==> config.mk <==
export PLATFORM = sky130hd
export DESIGN_NAME = secp_core
export DESIGN_NICKNAME = d
export VERILOG_FILES = /design/src/design/secp_pkg.sv /design/src/design/secp_core.sv /design/src/design/secp_pin_sync.sv /design/src/design/secp_write_timer.sv
export SDC_FILE = /design/constraint.sdc
export NUM_CORES = 1
export LEC_CHECK = 0
export BUFFER_PORTS_ARGS = -buffer_cell sky130_fd_sc_hd__buf_2
export CELL_PAD_IN_SITES_DETAIL_PLACEMENT = 0
export CELL_PAD_IN_SITES_GLOBAL_PLACEMENT = 1
export CORE_UTILIZATION = 45
export CTS_CLUSTER_DIAMETER = 120
export CTS_CLUSTER_SIZE = 8
export DETAILED_ROUTE_END_ITERATION = 12
export HOLD_SLACK_MARGIN = 0.12
export PLACE_DENSITY = 0.83
export REMOVE_ABC_BUFFERS = 1
export SYNTH_ARGS = -nofsm -noshare
export SYNTH_HDL_FRONTEND = slang
export SYNTH_HIERARCHICAL = 1
export SYNTH_SLANG_ARGS = --single-unit
export TNS_END_PERCENT = 100
==> constraint.sdc <==
create_clock -name sys_clk -period 3.01 [get_ports sys_clk]
set_input_delay 0.602 -clock sys_clk [delete_from_list [all_inputs] [get_ports sys_clk]]
set_output_delay 0.602 -clock sys_clk [all_outputs]
set_load 0.005 [all_outputs]
==> src/design/secp_pkg.sv <==
// constants, types and helpers shared by the serial eeprom command and protection block
// What this block does
// - first byte after select is opcode; latch set 06h, latch clear 04h, status read 05h.
// - opcode 01h is status write, 03h array read, 02h array write.
// - id variant: 83h reads id page when address bit 10 clear, lock status when set.
// - id variant: 82h writes id page when bit 10 clear, freezes it when set.
// - unsupported opcode deselects device until chip select is released and reasserted.
// - array and status writes need a clock count that is a multiple of eight.
// - chip select must rise after the final bit edge and before the next one.
// - final bit is eighth opcode or data bit; both reads are exempt from this check.
// - master sends latch set before every array or status write; only way to set.
// - after latch set opcode wait for chip select high, then set the latch.
// - latch clears on reset, latch clear command, and completion of any write.
// - with latch at zero every array write and status write is rejected.
// - status read works any time, even while busy, and repeats while selected.
// - busy flag reads one while an array or status write cycle runs.
// - protect field is kept, changed only by status write outside hardware lock.
// - protect 00 none, 01 C000h-FFFFh, 10 8000h-FFFFh, 11 0000h-FFFFh.
// - array writes into the protected region are refused.
// - lock bit set with protect pin low gives hardware lock; status writes refused.
// - inputs sampled msb first on rising clock edges from the first after select.
// - read data driven msb first from falling clock edges after the read opcode.
// - after reset the device stays unselected until a falling chip select edge; a select held low at reset release also selects.
// - busy during the self-timed write; completion clears busy and the latch.
`default_nettype none

package secp_pkg;

	// ==========================================================
	// opcodes
	localparam logic [7:0] LATCH_SET_CMD    = 8'h06;
	localparam logic [7:0] LATCH_CLEAR_CMD  = 8'h04;
	localparam logic [7:0] STATUS_READ_CMD  = 8'h05;
	localparam logic [7:0] STATUS_WRITE_CMD = 8'h01;
	localparam logic [7:0] ARRAY_READ_CMD   = 8'h03;
	localparam logic [7:0] ARRAY_WRITE_CMD  = 8'h02;
	localparam logic [7:0] ID_READ_CMD      = 8'h83;
	localparam logic [7:0] ID_WRITE_CMD     = 8'h82;
	localparam int         ID_SELECT_ADDR_BIT = 10;

	// ==========================================================
	// status byte layout and reset values
	localparam int         ST_BUSY_BIT    = 0;
	localparam int         ST_LATCH_BIT   = 1;
	localparam int         ST_PROT_LO_BIT = 2;
	localparam int         ST_PROT_HI_BIT = 3;
	localparam int         ST_LOCK_BIT    = 7;
	localparam logic       WEL_RESET         = 1'b0;
	localparam logic [1:0] PROTECT_SEL_RESET = 2'h0;
	localparam logic       STATUS_LOCK_RESET = 1'b0;

	// ==========================================================
	// protected region bases
	localparam logic [15:0] PROT_QUARTER_BASE = 16'hC000;
	localparam logic [15:0] PROT_HALF_BASE    = 16'h8000;
	localparam logic [15:0] PROT_WHOLE_BASE   = 16'h0000;

	// ==========================================================
	// byte counts within one selection (opcode counts as the first)
	localparam logic [2:0] OPCODE_BYTES    = 3'h1;
	localparam logic [2:0] STATUS_WR_BYTES = 3'h2;
	localparam logic [2:0] ADDR_END_BYTES  = 3'h3;
	localparam logic [2:0] ARRAY_WR_BYTES  = 3'h4;
	localparam logic [2:0] BYTE_CNT_MAX    = 3'h7;
	localparam logic [2:0] LAST_BIT        = 3'h7;

	// ==========================================================
	// timing
	localparam int CLK_MHZ        = 100;
	localparam int WRITE_TIME_US  = 5000;
	localparam int WRITE_CYCLES   = WRITE_TIME_US * CLK_MHZ;

	// ==========================================================
	// types
	typedef enum logic [2:0] {
		ST_IDLE    = 3'h0,
		ST_OPCODE  = 3'h1,
		ST_ADDR    = 3'h2,
		ST_DATA    = 3'h3,
		ST_STREAM  = 3'h4,
		ST_WAIT_CS = 3'h5,
		ST_IGNORE  = 3'h6
	} secp_state_t;

	typedef enum logic [3:0] {
		KIND_LATCH_SET    = 4'h0,
		KIND_LATCH_CLEAR  = 4'h1,
		KIND_STATUS_READ  = 4'h2,
		KIND_STATUS_WRITE = 4'h3,
		KIND_ARRAY_READ   = 4'h4,
		KIND_ARRAY_WRITE  = 4'h5,
		KIND_ID_READ      = 4'h6,
		KIND_ID_WRITE     = 4'h7,
		KIND_ID_LOCK      = 4'h8,
		KIND_LOCK_STATUS  = 4'h9
	} secp_kind_t;

	typedef struct packed {
		logic cs_n;
		logic sck;
		logic mosi;
		logic wp_n;
	} secp_pins_t;

	typedef struct packed {
		logic        valid;
		secp_kind_t  kind;
		logic [15:0] addr;
	} secp_cmd_t;

	typedef struct packed {
		logic       valid;
		logic [7:0] data;
	} secp_byte_t;

	// ==========================================================
	// protected region decode
	function automatic logic secp_in_protected(input logic [15:0] a, input logic [1:0] bp);
		logic hit;
		hit = 1'b0;
		unique case (bp)
			2'h0: hit = 1'b0;
			2'h1: hit = (a >= PROT_QUARTER_BASE);
			2'h2: hit = (a >= PROT_HALF_BASE);
			2'h3: hit = (a >= PROT_WHOLE_BASE);
		endcase
		return hit;
	endfunction : secp_in_protected

endpackage : secp_pkg

`default_nettype wire

==> src/design/secp_core.sv <==
// command decoder, status byte and write protection of the serial eeprom
`default_nettype none

module secp_core
	import secp_pkg::*;
#(
	parameter int   WRITE_CYCLES_P = WRITE_CYCLES,
	parameter logic ID_PAGE_EN     = 1'b1
) (
	// clock and reset
	input  wire logic       sys_clk,
	input  wire logic       srst,
	// serial pins
	input  wire logic       cs_n,
	input  wire logic       sck,
	input  wire logic       mosi,
	input  wire logic       wp_n,
	output logic            miso,
	output logic            miso_oe,
	// array and id page datapath
	output secp_cmd_t       cmd,
	output secp_byte_t      wr_byte,
	input  wire logic [7:0] rd_data,
	// state view
	output logic [7:0]      status_byte,
	output logic            hardware_lock_mode,
	output logic            software_lock_mode
);

	typedef struct packed {
		secp_state_t st;
		secp_kind_t  kind;
		logic [7:0]  in_sr;
		logic [2:0]  bit_cnt;
		logic [2:0]  byte_cnt;
		logic [15:0] addr;
		logic [7:0]  data0;
		logic [7:0]  out_sr;
		logic [2:0]  out_cnt;
		logic        out_live;
		logic        miso;
		logic        cs_seen_high;
		logic        write_enable_latch;
		logic [1:0]  protect_sel;
		logic        status_lock_bit;
		logic        pend_status;
		logic [7:0]  pend_byte;
		secp_cmd_t   cmd;
		secp_byte_t  wr;
	} secp_core_t;

	secp_core_t r;
	secp_core_t n;

	secp_pins_t pins_in;
	secp_pins_t pins_lvl;
	secp_pins_t pins_rise;
	secp_pins_t pins_fall;
	logic       busy;
	logic       done;
	logic       start_c;
	logic       hw_lock;

	// ==========================================================
	// pin synchronisers; chip select and protect idle high
	assign pins_in = '{cs_n: cs_n, sck: sck, mosi: mosi, wp_n: wp_n};

	secp_pin_sync #(
		.W         (4),
		.RESET_VAL (4'h9)
	) u_sync (
		.sys_clk  (sys_clk),
		.srst     (srst),
		.async_in (pins_in),
		.level    (pins_lvl),
		.rise     (pins_rise),
		.fall     (pins_fall)
	);

	secp_write_timer #(
		.CYCLES (WRITE_CYCLES_P)
	) u_timer (
		.sys_clk (sys_clk),
		.srst    (srst),
		.start   (start_c),
		.busy    (busy),
		.done    (done)
	);

	// ==========================================================
	// status view
	assign hw_lock = r.status_lock_bit & ~pins_lvl.wp_n;

	always_comb begin
		status_byte                 = 8'h00;
		// busy covers the completion cycle so protect, lock and latch move as busy falls
		status_byte[ST_BUSY_BIT]    = busy | done;
		status_byte[ST_LATCH_BIT]   = r.write_enable_latch;
		status_byte[ST_PROT_LO_BIT] = r.protect_sel[0];
		status_byte[ST_PROT_HI_BIT] = r.protect_sel[1];
		status_byte[ST_LOCK_BIT]    = r.status_lock_bit;
	end

	// ==========================================================
	// main sequencer
	always_comb begin
		logic [7:0] sr;
		logic       byte_done;
		logic       aligned;
		logic [7:0] ld;
		sr        = {r.in_sr[6:0], pins_lvl.mosi};
		byte_done = 1'b0;
		aligned   = 1'b0;
		ld        = 8'h00;
		n         = r;
		start_c   = 1'b0;
		n.cmd.valid = 1'b0;
		n.wr.valid  = 1'b0;

		// completion of a self-timed cycle
		if (done) begin
			if (r.pend_status) begin
				n.protect_sel     = {r.pend_byte[ST_PROT_HI_BIT], r.pend_byte[ST_PROT_LO_BIT]};
				n.status_lock_bit = r.pend_byte[ST_LOCK_BIT];
				n.pend_status     = 1'b0;
			end
			n.write_enable_latch = 1'b0;
		end
		if (pins_lvl.cs_n) begin
			n.cs_seen_high = 1'b1;
		end

		unique case (r.st)
			ST_IDLE: begin
				// a low select at reset release still selects, as the synchroniser level resets high
				if (pins_fall.cs_n && r.cs_seen_high) begin
					n.st       = ST_OPCODE;
					n.bit_cnt  = 3'h0;
					n.byte_cnt = 3'h0;
					n.out_cnt  = 3'h0;
					n.out_live = 1'b0;
				end
			end
			ST_IGNORE: begin
				if (pins_rise.cs_n) begin
					n.st = ST_IDLE;
				end
			end
			default: begin
				// bit capture on rising clock, msb first
				if (pins_rise.sck) begin
					n.in_sr   = sr;
					n.bit_cnt = r.bit_cnt + 3'h1;
					if (r.bit_cnt == LAST_BIT) begin
						byte_done = 1'b1;
						if (r.byte_cnt != BYTE_CNT_MAX) begin
							n.byte_cnt = r.byte_cnt + 3'h1;
						end
					end
				end
				unique case (r.st)
					ST_OPCODE: begin
						if (byte_done) begin
							n.st = ST_IGNORE;
							unique case (sr)
								LATCH_SET_CMD: begin
									n.kind = KIND_LATCH_SET;
									n.st   = busy ? ST_IGNORE : ST_WAIT_CS;
								end
								LATCH_CLEAR_CMD: begin
									n.kind = KIND_LATCH_CLEAR;
									n.st   = busy ? ST_IGNORE : ST_WAIT_CS;
								end
								STATUS_READ_CMD: begin
									n.kind = KIND_STATUS_READ;
									n.st   = ST_STREAM;
								end
								STATUS_WRITE_CMD: begin
									n.kind = KIND_STATUS_WRITE;
									n.st   = busy ? ST_IGNORE : ST_DATA;
								end
								ARRAY_READ_CMD: begin
									n.kind = KIND_ARRAY_READ;
									n.st   = busy ? ST_IGNORE : ST_ADDR;
								end
								ARRAY_WRITE_CMD: begin
									n.kind = KIND_ARRAY_WRITE;
									n.st   = busy ? ST_IGNORE : ST_ADDR;
								end
								ID_READ_CMD: begin
									n.kind = KIND_ID_READ;
									n.st   = (busy || !ID_PAGE_EN) ? ST_IGNORE : ST_ADDR;
								end
								ID_WRITE_CMD: begin
									n.kind = KIND_ID_WRITE;
									n.st   = (busy || !ID_PAGE_EN) ? ST_IGNORE : ST_ADDR;
								end
								default: n.st = ST_IGNORE;
							endcase
						end
					end
					ST_ADDR: begin
						if (byte_done) begin
							n.addr = {r.addr[7:0], sr};
							if (n.byte_cnt == ADDR_END_BYTES) begin
								if (r.kind == KIND_ID_READ && n.addr[ID_SELECT_ADDR_BIT]) begin
									n.kind = KIND_LOCK_STATUS;
								end
								if (r.kind == KIND_ID_WRITE && n.addr[ID_SELECT_ADDR_BIT]) begin
									n.kind = KIND_ID_LOCK;
								end
								if (r.kind == KIND_ARRAY_READ || r.kind == KIND_ID_READ) begin
									n.st        = ST_STREAM;
									n.cmd.valid = 1'b1;
									n.cmd.kind  = n.kind;
									n.cmd.addr  = n.addr;
								end else begin
									n.st = ST_DATA;
								end
							end
						end
					end
					ST_DATA: begin
						if (byte_done) begin
							if (r.kind == KIND_STATUS_WRITE) begin
								n.data0 = sr;
							end else begin
								n.wr.valid = 1'b1;
								n.wr.data  = sr;
							end
						end
					end
					ST_WAIT_CS: begin
						// any clock past the opcode spoils the command
						if (pins_rise.sck) begin
							n.st = ST_IGNORE;
						end
					end
					ST_STREAM: begin
						if (pins_fall.sck) begin
							n.out_live = 1'b1;
							if (r.out_cnt == 3'h0) begin
								ld = (r.kind == KIND_STATUS_READ) ? status_byte : rd_data;
								n.miso    = ld[7];
								n.out_sr  = {ld[6:0], 1'b0};
								n.out_cnt = 3'h7;
								if (r.kind != KIND_STATUS_READ) begin
									n.addr      = r.addr + 16'h0001;
									n.cmd.valid = 1'b1;
									n.cmd.kind  = r.kind;
									n.cmd.addr  = r.addr + 16'h0001;
								end
							end else begin
								n.miso    = r.out_sr[7];
								n.out_sr  = {r.out_sr[6:0], 1'b0};
								n.out_cnt = r.out_cnt - 3'h1;
							end
						end
					end
					default: n.st = ST_IGNORE;
				endcase

				// execution on chip select release
				if (pins_rise.cs_n) begin
					aligned    = (n.bit_cnt == 3'h0);
					n.st       = ST_IDLE;
					n.out_live = 1'b0;
					if (aligned && r.st == ST_WAIT_CS && n.byte_cnt == OPCODE_BYTES) begin
						if (r.kind == KIND_LATCH_SET) begin
							n.write_enable_latch = 1'b1;
						end else begin
							n.write_enable_latch = 1'b0;
						end
					end
					if (aligned && r.st == ST_DATA && r.write_enable_latch) begin
						if (r.kind == KIND_STATUS_WRITE) begin
							if (n.byte_cnt == STATUS_WR_BYTES && !hw_lock) begin
								start_c       = 1'b1;
								n.pend_status = 1'b1;
								n.pend_byte   = n.data0;
							end
						end else if (n.byte_cnt >= ARRAY_WR_BYTES) begin
							if (r.kind != KIND_ARRAY_WRITE || !secp_in_protected(r.addr, r.protect_sel)) begin
								start_c     = 1'b1;
								n.cmd.valid = 1'b1;
								n.cmd.kind  = r.kind;
								n.cmd.addr  = r.addr;
							end
						end
					end
				end
			end
		endcase
	end

	always_ff @(posedge sys_clk) begin
		if (srst) begin
			r                    <= '0;
			r.write_enable_latch <= WEL_RESET;
			r.protect_sel        <= PROTECT_SEL_RESET;
			r.status_lock_bit    <= STATUS_LOCK_RESET;
		end else begin
			r <= n;
		end
	end

	// ==========================================================
	// outputs
	assign miso               = r.miso;
	assign miso_oe            = r.out_live;
	assign cmd                = r.cmd;
	assign wr_byte            = r.wr;
	assign software_lock_mode = (r.protect_sel != 2'h0) & ~hw_lock;
	assign hardware_lock_mode = hw_lock;

endmodule : secp_core

`default_nettype wire

==> src/design/secp_pin_sync.sv <==
// two-flop synchroniser with edge detection for asynchronous pins
`default_nettype none

module secp_pin_sync #(
	parameter int            W         = 4,
	parameter logic [W-1:0]  RESET_VAL = '0
) (
	// clock and reset
	input  wire logic         sys_clk,
	input  wire logic         srst,
	// pins
	input  wire logic [W-1:0] async_in,
	// synchronised view
	output logic      [W-1:0] level,
	output logic      [W-1:0] rise,
	output logic      [W-1:0] fall
);

	typedef struct packed {
		logic [W-1:0] s1;
		logic [W-1:0] s2;
		logic [W-1:0] prev;
	} secp_sync_t;

	secp_sync_t sync_reg;
	secp_sync_t sync_next;

	// ==========================================================
	// first stage feeds only the second
	always_comb begin
		sync_next      = sync_reg;
		sync_next.s1   = async_in;
		sync_next.s2   = sync_reg.s1;
		sync_next.prev = sync_reg.s2;
	end

	always_ff @(posedge sys_clk) begin
		if (srst) begin
			sync_reg <= '{s1: RESET_VAL, s2: RESET_VAL, prev: RESET_VAL};
		end else begin
			sync_reg <= sync_next;
		end
	end

	assign level = sync_reg.s2;
	assign rise  = sync_reg.s2 & ~sync_reg.prev;
	assign fall  = ~sync_reg.s2 & sync_reg.prev;

endmodule : secp_pin_sync

`default_nettype wire

==> src/design/secp_write_timer.sv <==
// self-timed write cycle counter
`default_nettype none

module secp_write_timer #(
	parameter int CYCLES = 500000
) (
	// clock and reset
	input  wire logic sys_clk,
	input  wire logic srst,
	// control
	input  wire logic start,
	output logic      busy,
	output logic      done
);

	localparam int CW = (CYCLES > 1) ? $clog2(CYCLES) : 1;
	localparam logic [CW-1:0] LAST = CW'(CYCLES - 1);

	typedef struct packed {
		logic          busy;
		logic          done;
		logic [CW-1:0] cnt;
	} secp_timer_t;

	secp_timer_t tm_reg;
	secp_timer_t tm_next;

	// ==========================================================
	// start is ignored while a cycle runs
	always_comb begin
		tm_next      = tm_reg;
		tm_next.done = 1'b0;
		if (tm_reg.busy) begin
			if (tm_reg.cnt == LAST) begin
				tm_next.busy = 1'b0;
				tm_next.done = 1'b1;
			end else begin
				tm_next.cnt = tm_reg.cnt + CW'(1);
			end
		end else if (start) begin
			tm_next.busy = 1'b1;
			tm_next.cnt  = '0;
		end
	end

	always_ff @(posedge sys_clk) begin
		if (srst) begin
			tm_reg <= '0;
		end else begin
			tm_reg <= tm_next;
		end
	end

	assign busy = tm_reg.busy;
	assign done = tm_reg.done;

endmodule : secp_write_timer

`default_nettype wire

; Word level (Yosys, flattened, before mapping)
; Cells that the tools add are included.
[classes]
div = 0
eq_ne = 45
addsub = 5
mux = 86
n_bitwise = 15
shifts = 0
n_lt_le_gt_ge = 4
reduce_logical = 45
mul = 0
[ops]
columns = cell, n
row1 = $mux W21, 9
row2 = $mux W16, 4
row3 = $mux W30, 2
row4 = $mux W19, 3
row5 = $mux W9, 5
row6 = $pmux W21 S2, 1
row7 = $mux W39, 1
row8 = $ge A16 B16 Y1 const B, 2
row9 = $mux W8, 4
row10 = $pmux W16 S2, 1
row11 = $pmux W4 S8, 1
row12 = $mux W3, 9
row13 = $mux W13, 2
row14 = $eq A8 B3 Y1 const B, 3
row15 = $pmux W3 S4, 2
row16 = $mux W1, 23
row17 = $mux W7, 3
row18 = $add A19 B1 Y19 const B, 1
row19 = $eq A19 B19 Y1 const B, 1
row20 = $ne A2 B2 Y1 const B, 9
row21 = $add A16 B1 Y16 const B, 1
row22 = $eq A8 B2 Y1 const B, 2
row23 = $eq A8 B8 Y1 const B, 2
row24 = $ge A16 B1 Y1 const B, 1
row25 = 49 further kinds, 108
[word_totals]
wordCells = 228
n_memories = 0
out_inout_bits = 42
register_bits = 134
in_bits = 14
romBits = 0
ramBits = 0
latchBits = 0

; Depth between registers and ports, before layout
; Gate-level depths: netlist (run 1).
[logic_depth]
depth_word = 21
depth_mapped = 11
depth_no_buf = 11

; Cells and area by module
; The synthesis (run 1) kept the hierarchy.
[by_module_without_submodules]
columns = mod, instances, cells_each, seq_area_each_um2, area_per_inst_um2
row1 = secp_core, 1, 683, 1801.7, 5412.7
row2 = secp_write_timer, 1, 131, 420.4, 1233.7
row3 = secp_pin_sync, 1, 37, 240.2, 409.1

; Least setup slack after synthesis (run 1)
; Ideal clock, no wire load.
[synth_path]
path_type = flip-flop to flip-flop
start = reg r[84] in the netlist's numbering
end = reg u_timer/tm_reg[16] in the netlist's numbering
synth_period_minus_slack_ns = 2.515
arrival_time_ns = 2.400
required_time_ns = 2.894
path_stages_with_launch = 12
n_path_buf = 1
setup_ns = 0.116
setup_slack_ns = 0.495
cell_sequence = dfxtp_1 -> ha_1 -> ha_1 -> nor4bb_1 -> o211a_1 -> o211ai_1 -> clkbuf_1 -> nand2_1 -> nor2_1 -> inv_1 -> a41o_1 -> and3_1
[synth_between]
elab_chain_cells = 13
elab_cells_between_ends = 19
classes_between = add/sub (1) / order compare (1) / eq/ne (2) / mux (9) / reduce/logical (6)
[synth_lines]
columns = item, line_no
row1 = from (decl), secp_core.sv:52  ; secp_core_t r;
row2 = from (signal assigned), secp_core.sv:303  ; r <= n;
row3 = $eq A3 B3 Y1, secp_core.sv:154  ; if (r.bit_cnt == LAST_BIT) begin
row4 = $mux W3, secp_core.sv:154
row5 = $mux W13 *, secp_core.sv:151  ; if (pins_rise.sck) begin
row6 = $mux W13 *, secp_core.sv:133  ; unique case (r.st)
row7 = branches (longest 4 deep; another with $ge A3 B3 Y1), --
row8 = $mux W1 *, secp_core.sv:275  ; if (aligned && r.st == ST_DATA && r.write_enable_latch) begin
row9 = $mux W1 *, secp_core.sv:264  ; if (pins_rise.cs_n) begin
row10 = $mux W1 *, secp_core.sv:133
row11 = named net start_c, secp_core.sv:61  ; logic start_c;
row12 = $reduce_bool A2 Y1 (no line) *, --
row13 = $reduce_and A2 Y1 (no line) *, --
row14 = to (signal assigned), secp_write_timer.sv:50  ; tm_reg <= tm_next;
row15 = to (decl), secp_write_timer.sv:25  ; secp_timer_t tm_reg;
; Mark *: on every way through the listed nets, which the timed path passes. The select of a mux whose other input is x is not followed.
; A chain may end at the register's enable or synchronous reset.

==> out/summary.txt, run 1 <==
Crit Path Category = reg -> reg
Via-to-Cell Ratio = 6.074
GRT Overall Usage = 0.2426
status = completed
setup slack, reg-to-reg = 0.39 ns
RSZ-0062 raised after global routing = false
Max-cap violations = 0
final hold violations = 0
RePlAce Congestion = 0.8839
Worst VDD drop = 0.0003248 V
Final Critical Period = 2.621 ns
CP arrival = 2.97 ns
worst r2r src = u_sync/level[2]
Synth Instances = 842
Placement Cell Area = 7086 µm²
max reg flops = 54
final wirelength = 18800 µm
vias in the first global route = 5714
Worst setup SP type = flop
RR Endpoint = cmd[6]
total grt overflow = 0
synthesized area = 6970 µm²
final worst-path cycle share = 0.8708
Tot Pwr = 3551 µW
commonest non-fill, non-tap cell in the layout = dfxtp_1
CP most frequent cell = o211a_1
f_max = 0.3815 GHz
most frequent cells in the layout = dfxtp_1, nor2_1, nand2_1, a21oi_1, buf_2
hold depth = 2
Clock Tree Buf Depth = 2
Syn Area/Cell = 8.278 µm²
CTS tree = yes
ANT cells = 0
post-route insts no fill = 1047
first-pass GRT wire length = 30650 µm
drc violations = 0
post-detail-place hpwl = 13160 µm
initial antenna violation count = 0
post-route ant nets = 0
Hold Crit Start = wp_n
H-tree depth = 4
end of the worst hold path = u_sync/sync_next[4]
layout cells sized above 1 = 0.1932
CTS Sinks = 121
Core Region = 15150 µm²
Fin Clk Skew = 0.006257 ns
CTS clk-pin slew, worst paths = 0.06 ns
hold_ws = 0.3555 ns
CP peak stage delay = 0.56 ns
synth-to-layout area growth = 9.621%
Final #Nets = 868
pin count of the biggest net entering global routing = 48
Cell Rows = 45
R2R depth = 8
Max FO, Critical Path = 15
die area = 15990 µm²
Port Buf Inserts = 52
via count = 6360
Die W = 126.5 µm
Pwr Density = 464.7 nW/µm²
# setup viols final = 0
drt wl/cell = 17.95 µm
later-pin clock latency in the skew report = 0.42 ns
CP max-delay cell = o211a_1
hold crit path type = in -> reg
placed insts = 1015
leakage = 0.002976 µW
Max transition margin = 0.3024
Starting Density = 0.4602
First DRT Iteration DRCs = 569
clk root buf = clkbuf_16
DRT Pass-1 Iters = 6
worst slew pin tran = 1.046 ns
TritonCTS buffer count = 17
crit end category = flop
CP bufs+invs = 1
Crit path max-delay family = compound AO/OA/AOI/OAI gates
Req. time, crit path = 3.35 ns
final slew viol count = 0
final instance area = 7641 µm²
Ports = 56
Syn. warnings = 6
die height = 126.5 µm
worst-path cell chain = nor2b_1, buf_4, nor4bb_1, o211a_1, o211a_1, a221oi_1, o21ai_0, a21boi_0
-- through the flow --
stage	utilization	worst slack, ns	setup TNS [ns]
2_1_floorplan	-	-0.1910	-0.7957
3_3_place_gp	0.4678	0.3079	0
3_5_place_dp	0.4678	0.1776	0
4_1_cts	0.5043	0.1309	0
5_1_grt	0.5045	0.08328	0
6_report	0.5045	0.3888	0
-- power by group --
group	internal [µW]	switching (µW)	total, µW
sequential	1610	4.91	1610
clock	1100	759	1850
combinational	27.9	54.3	82.2
-- per-layer routing --
layer | vias up | track usage | wire length, µm
met2 | 221 | 0.3773 | 8489
met1 | 3076 | 0.3322 | 8815
met4 | 0 | 0.09284 | 420
met5 | - | 0 | 0
met3 | 32 | 0.04597 | 1073
li1 | 3031 | - | -
-- worst max path at each step --
stage | from | end | slack [ns] | cells after the start
after floorplan | r[101] | r[80] | -0.19 | 6
after global placement | r[84] | u_timer/tm_reg[6] | 0.31 | 10
after detailed placement | r[84] | u_timer/tm_reg[6] | 0.18 | 10
after CTS | r[84] | u_timer/tm_reg[6] | 0.13 | 10
after global routing | u_sync/level[2] | cmd[6] | 0.08 | 8
final | u_sync/level[2] | cmd[6] | 0.39 | 8
-- repair_timing --
| item | CTS | global route |
|---|---|---|
| setup buffers | 0 | 0 |
| setup endpoints to repair | 0 | 13 |
| gates resized for setup | 0 | 1 |
| hold buffers | 0 | 0 |
-- cell type report --
type                            count  area [µm²]
Timing Repair Buffer               83       495.5
Tap cell                          188       235.2
Fill cell                        1451        7505
Inverter                           18       67.56
Clock buffer                       19       452.9
Sequential cell                   121        2422
Clock inverter                     13       98.84
Multi-Input combinational cell    605        3869
Note: power is estimated with default switching activity, not from simulation.
==> run 2: changes to the inputs <==
--- a/config.mk
+++ b/config.mk
@@ -5,15 +5,16 @@
 export SDC_FILE = /design/constraint.sdc
 export NUM_CORES = 1
 export LEC_CHECK = 0
+export ABC_AREA = 1
 export BUFFER_PORTS_ARGS = -buffer_cell sky130_fd_sc_hd__buf_2
 export CELL_PAD_IN_SITES_DETAIL_PLACEMENT = 0
 export CELL_PAD_IN_SITES_GLOBAL_PLACEMENT = 1
-export CORE_UTILIZATION = 45
+export CORE_UTILIZATION = 44
 export CTS_CLUSTER_DIAMETER = 120
 export CTS_CLUSTER_SIZE = 8
 export DETAILED_ROUTE_END_ITERATION = 12
 export HOLD_SLACK_MARGIN = 0.12
-export PLACE_DENSITY = 0.83
+export PLACE_DENSITY = 0.85
 export REMOVE_ABC_BUFFERS = 1
 export SYNTH_ARGS = -nofsm -noshare
 export SYNTH_HDL_FRONTEND = slang
==> run 2 against run 1 <==
Against the previous run:
- critical path depth up 9
- power up 40%
- global-route usage down 0.24 points
- design area up 7.8%
- cell count up 30%
- combinational power rose to 13 times the previous value
- critical path type unchanged
- critical endpoint is now u_timer/tm_reg[16]
- wire length up 8.8%
- largest power group unchanged
- register-to-register slack about the same
==> out/summary.txt, run 2 <==
status = completed
First DRT Iteration DRCs = 616 (+8.3%)
Ports = 56 (unchanged)
P_int = 3367 µW (+23%)
drc violations = 0 (unchanged)
Core Region = 16580 µm² (+9.5%)
Pwr Density = 601.6 nW/µm² (+29%)
Worst setup SP type = flop
post-route insts no fill = 1363 (+30%)
first-pass GRT wire length = 33700 µm (+10%)
Req. time, crit path = 3.32 ns (-0.03 ns)
most frequent cells in the layout = nand2_1, dfxtp_1, nor2_1, a21oi_1, inv_1
layout cells sized above 1 = 0.1724 (-0.02089)
final wirelength = 20450 µm (+8.8%)
Crit Path Category = reg -> reg
worst slew pin tran = 0.6876 ns (-0.3588 ns)
f_max = 0.3824 GHz (+0.23%)
Max-cap violations = 0 (unchanged)
placed insts = 1333 (+31%)
CP arrival = 2.93 ns (-0.04 ns)
Fin Clk Skew = 0.009522 ns (+0.003266 ns)
RR Endpoint = u_timer/tm_reg[16]
post-detail-place hpwl = 14730 µm (+12%)
Syn Area/Cell = 6.680 µm² (-19%)
initial antenna violation count = 0 (unchanged)
synthesized area = 7495 µm² (+7.5%)
Synth Instances = 1122 (+33%)
routing usage on met3 = 0.03831 (-0.007658)
crit end category = flop
post_cts resized = 0 (unchanged)
later-pin clock latency in the skew report = 0.41 ns (about the same)
total grt overflow = 0 (unchanged)
Cell Rows = 47 (+4.4%)
post-layout util = 0.4966 (-0.007897)
worst r2r src = u_sync/level[2]
Clock Tree Buf Depth = 2 (unchanged)
Port Buf Inserts = 52 (unchanged)
TritonCTS buffer count = 17 (unchanged)
# setup viols final = 0 (unchanged)
leakage = 0.003389 µW (+14%)
CTS clk-pin slew, worst paths = 0.05 ns (about the same)
post-route ant nets = 0 (unchanged)
setup TNS = 0 ns (unchanged)
power share of the sequential group = 0.366 (-0.089)
end of the critical path = u_timer/tm_reg[16]
GRT Overall Usage = 0.2402 (-0.002352)
die height = 132.5 µm (+4.8%)
Syn. warnings = 6 (unchanged)
DRT Pass-1 Iters = 5 (-1)
setup slack, reg-to-reg = 0.39 ns (about the same)
Final #Nets = 1154 (+33%)
RePlAce Congestion = 0.9087 (+2.8%)
hold depth = 3 (+1)
Starting Density = 0.4519 (-0.008284)
clk root buf = clkbuf_16
final hold violations = 0 (unchanged)
post-CTS setup buffers = 0 (unchanged)
Final Critical Period = 2.615 ns (-0.005926 ns)
hold crit path type = in -> reg
clock network power share = 0.417 (-0.105)
RSZ-0062 raised after global routing = false
final worst-path cycle share = 0.8689 (-0.001969)
final slew viol count = 0 (unchanged)
via count = 7163 (+13%)
Max transition margin = 0.5391 (+0.2367)
CTS Sinks = 121 (unchanged)
synth-to-layout area growth = 9.883%
M1 GR Usage = 0.3227 (-0.009522)
Die W = 132.5 µm (+4.8%)
NetSw = 1587 µW (+94%)
Via-to-Cell Ratio = 5.255 (-13%)
commonest non-fill, non-tap cell in the layout = nand2_1
Comb pwr share = 0.217 (+0.194)
Worst VDD drop = 0.0004163 V (+28%)
vias in the first global route = 6623 (+16%)
grt met2 use = 0.3933 (+0.01596)
pin count of the biggest net entering global routing = 43 (-10%)
Max FO, Critical Path = 10 (-5)
R2R depth = 17 (+9)
Switching Share = 0.3204 (+0.08993)
max reg flops = 54 (unchanged)
Hold Crit Start = cs_n
H-tree depth = 4 (unchanged)
Critical Path Source = u_sync/level[2]
drt wl/cell = 15.00 µm (-16%)
CTS tree = yes
grt peak-use layer = met2
Post-CTS Hold Buffers = 0 (unchanged)
ANT cells = 0 (unchanged)
die area = 17560 µm² (+9.8%)
[run 2: changes by cell type in the layout (fill, tap and decap cells not counted), moves of 16 or more]
| cell | delta |
|---|---|
| nor2_1 | +26 |
| inv_2 | +19 |
| a21oi_1 | +57 |
| nand2_1 | +166 |
| nor2b_1 | -16 |
| nand3_2 | +17 |
| mux2i_1 | -30 |
| inv_1 | +91 |
| nand3_1 | +61 |
[run 2: stage by stage]
step | setup slack [ns] | total power, µW | hold slack, ns | instance area [µm²]
after global placement | 0.5984 | 2904 | 0.3918 | 7642
after global routing | 0.1982 | 5194 | 0.3591 | 8235
after CTS | 0.4339 | 4983 | 0.3502 | 8235
final | 0.3947 | 4954 | 0.3654 | 8235
after detailed placement | 0.4946 | 2904 | 0.3934 | 7642
after floorplan | 0.4352 | 2531 | 0.3865 | 6972
[run 2: power groups by stage]
stage	Clock (µW)	Combinational, µW	Sequential, µW
after detailed placement	0	1060	1840
final	2070	1070	1810
after floorplan	0	718	1810
after CTS	2110	1070	1810
after global placement	0	1060	1840
after global routing	2180	1190	1830
[run 2: cell type report]
| class | count | area [µm²] |
|---|---|---|
| Sequential cell | 121 | 2422 |
| Multi-Input combinational cell | 788 | 4039 |
| Clock inverter | 9 | 122.6 |
| Timing Repair Buffer | 70 | 395.4 |
| Tap cell | 220 | 275.3 |
| Fill cell | 1727 | 8348 |
| Clock buffer | 21 | 470.5 |
| Inverter | 134 | 510.5 |
[run 2: routing by layer]
metal  part of all wire  routed length, µm
met2               0.46               9443
met4              0.017                346
met5                  0                  0
met3              0.044                896
met1               0.48               9765
[run 2: how the worst min path moves through the flow]
stage                                endpoint  slack, ns
after global placement        u_sync/level[1]       0.39
after floorplan               u_sync/level[0]       0.39
after CTS                 u_sync/sync_next[7]       0.35
after global routing      u_sync/sync_next[7]       0.36
final                     u_sync/sync_next[7]       0.37
after detailed placement      u_sync/level[0]       0.39
[run 2: worst max-delay path: stages (launching register included)]
cell	delay, ns
dfxtp_1	0.33
inv_1	0.06
nor2_1	0.31
nand2_2	0.20
inv_2	0.14
nand2_2	0.08
nand2_1	0.08
nand2_2	0.08
nand2_4	0.11
nor2_1	0.06
nand3_1	0.08
nand2_1	0.11
nand2_1	0.39
nand2_1	0.23
nand2_1	0.11
nand2_1	0.06
nand2_1	0.06
inv_1	0.03
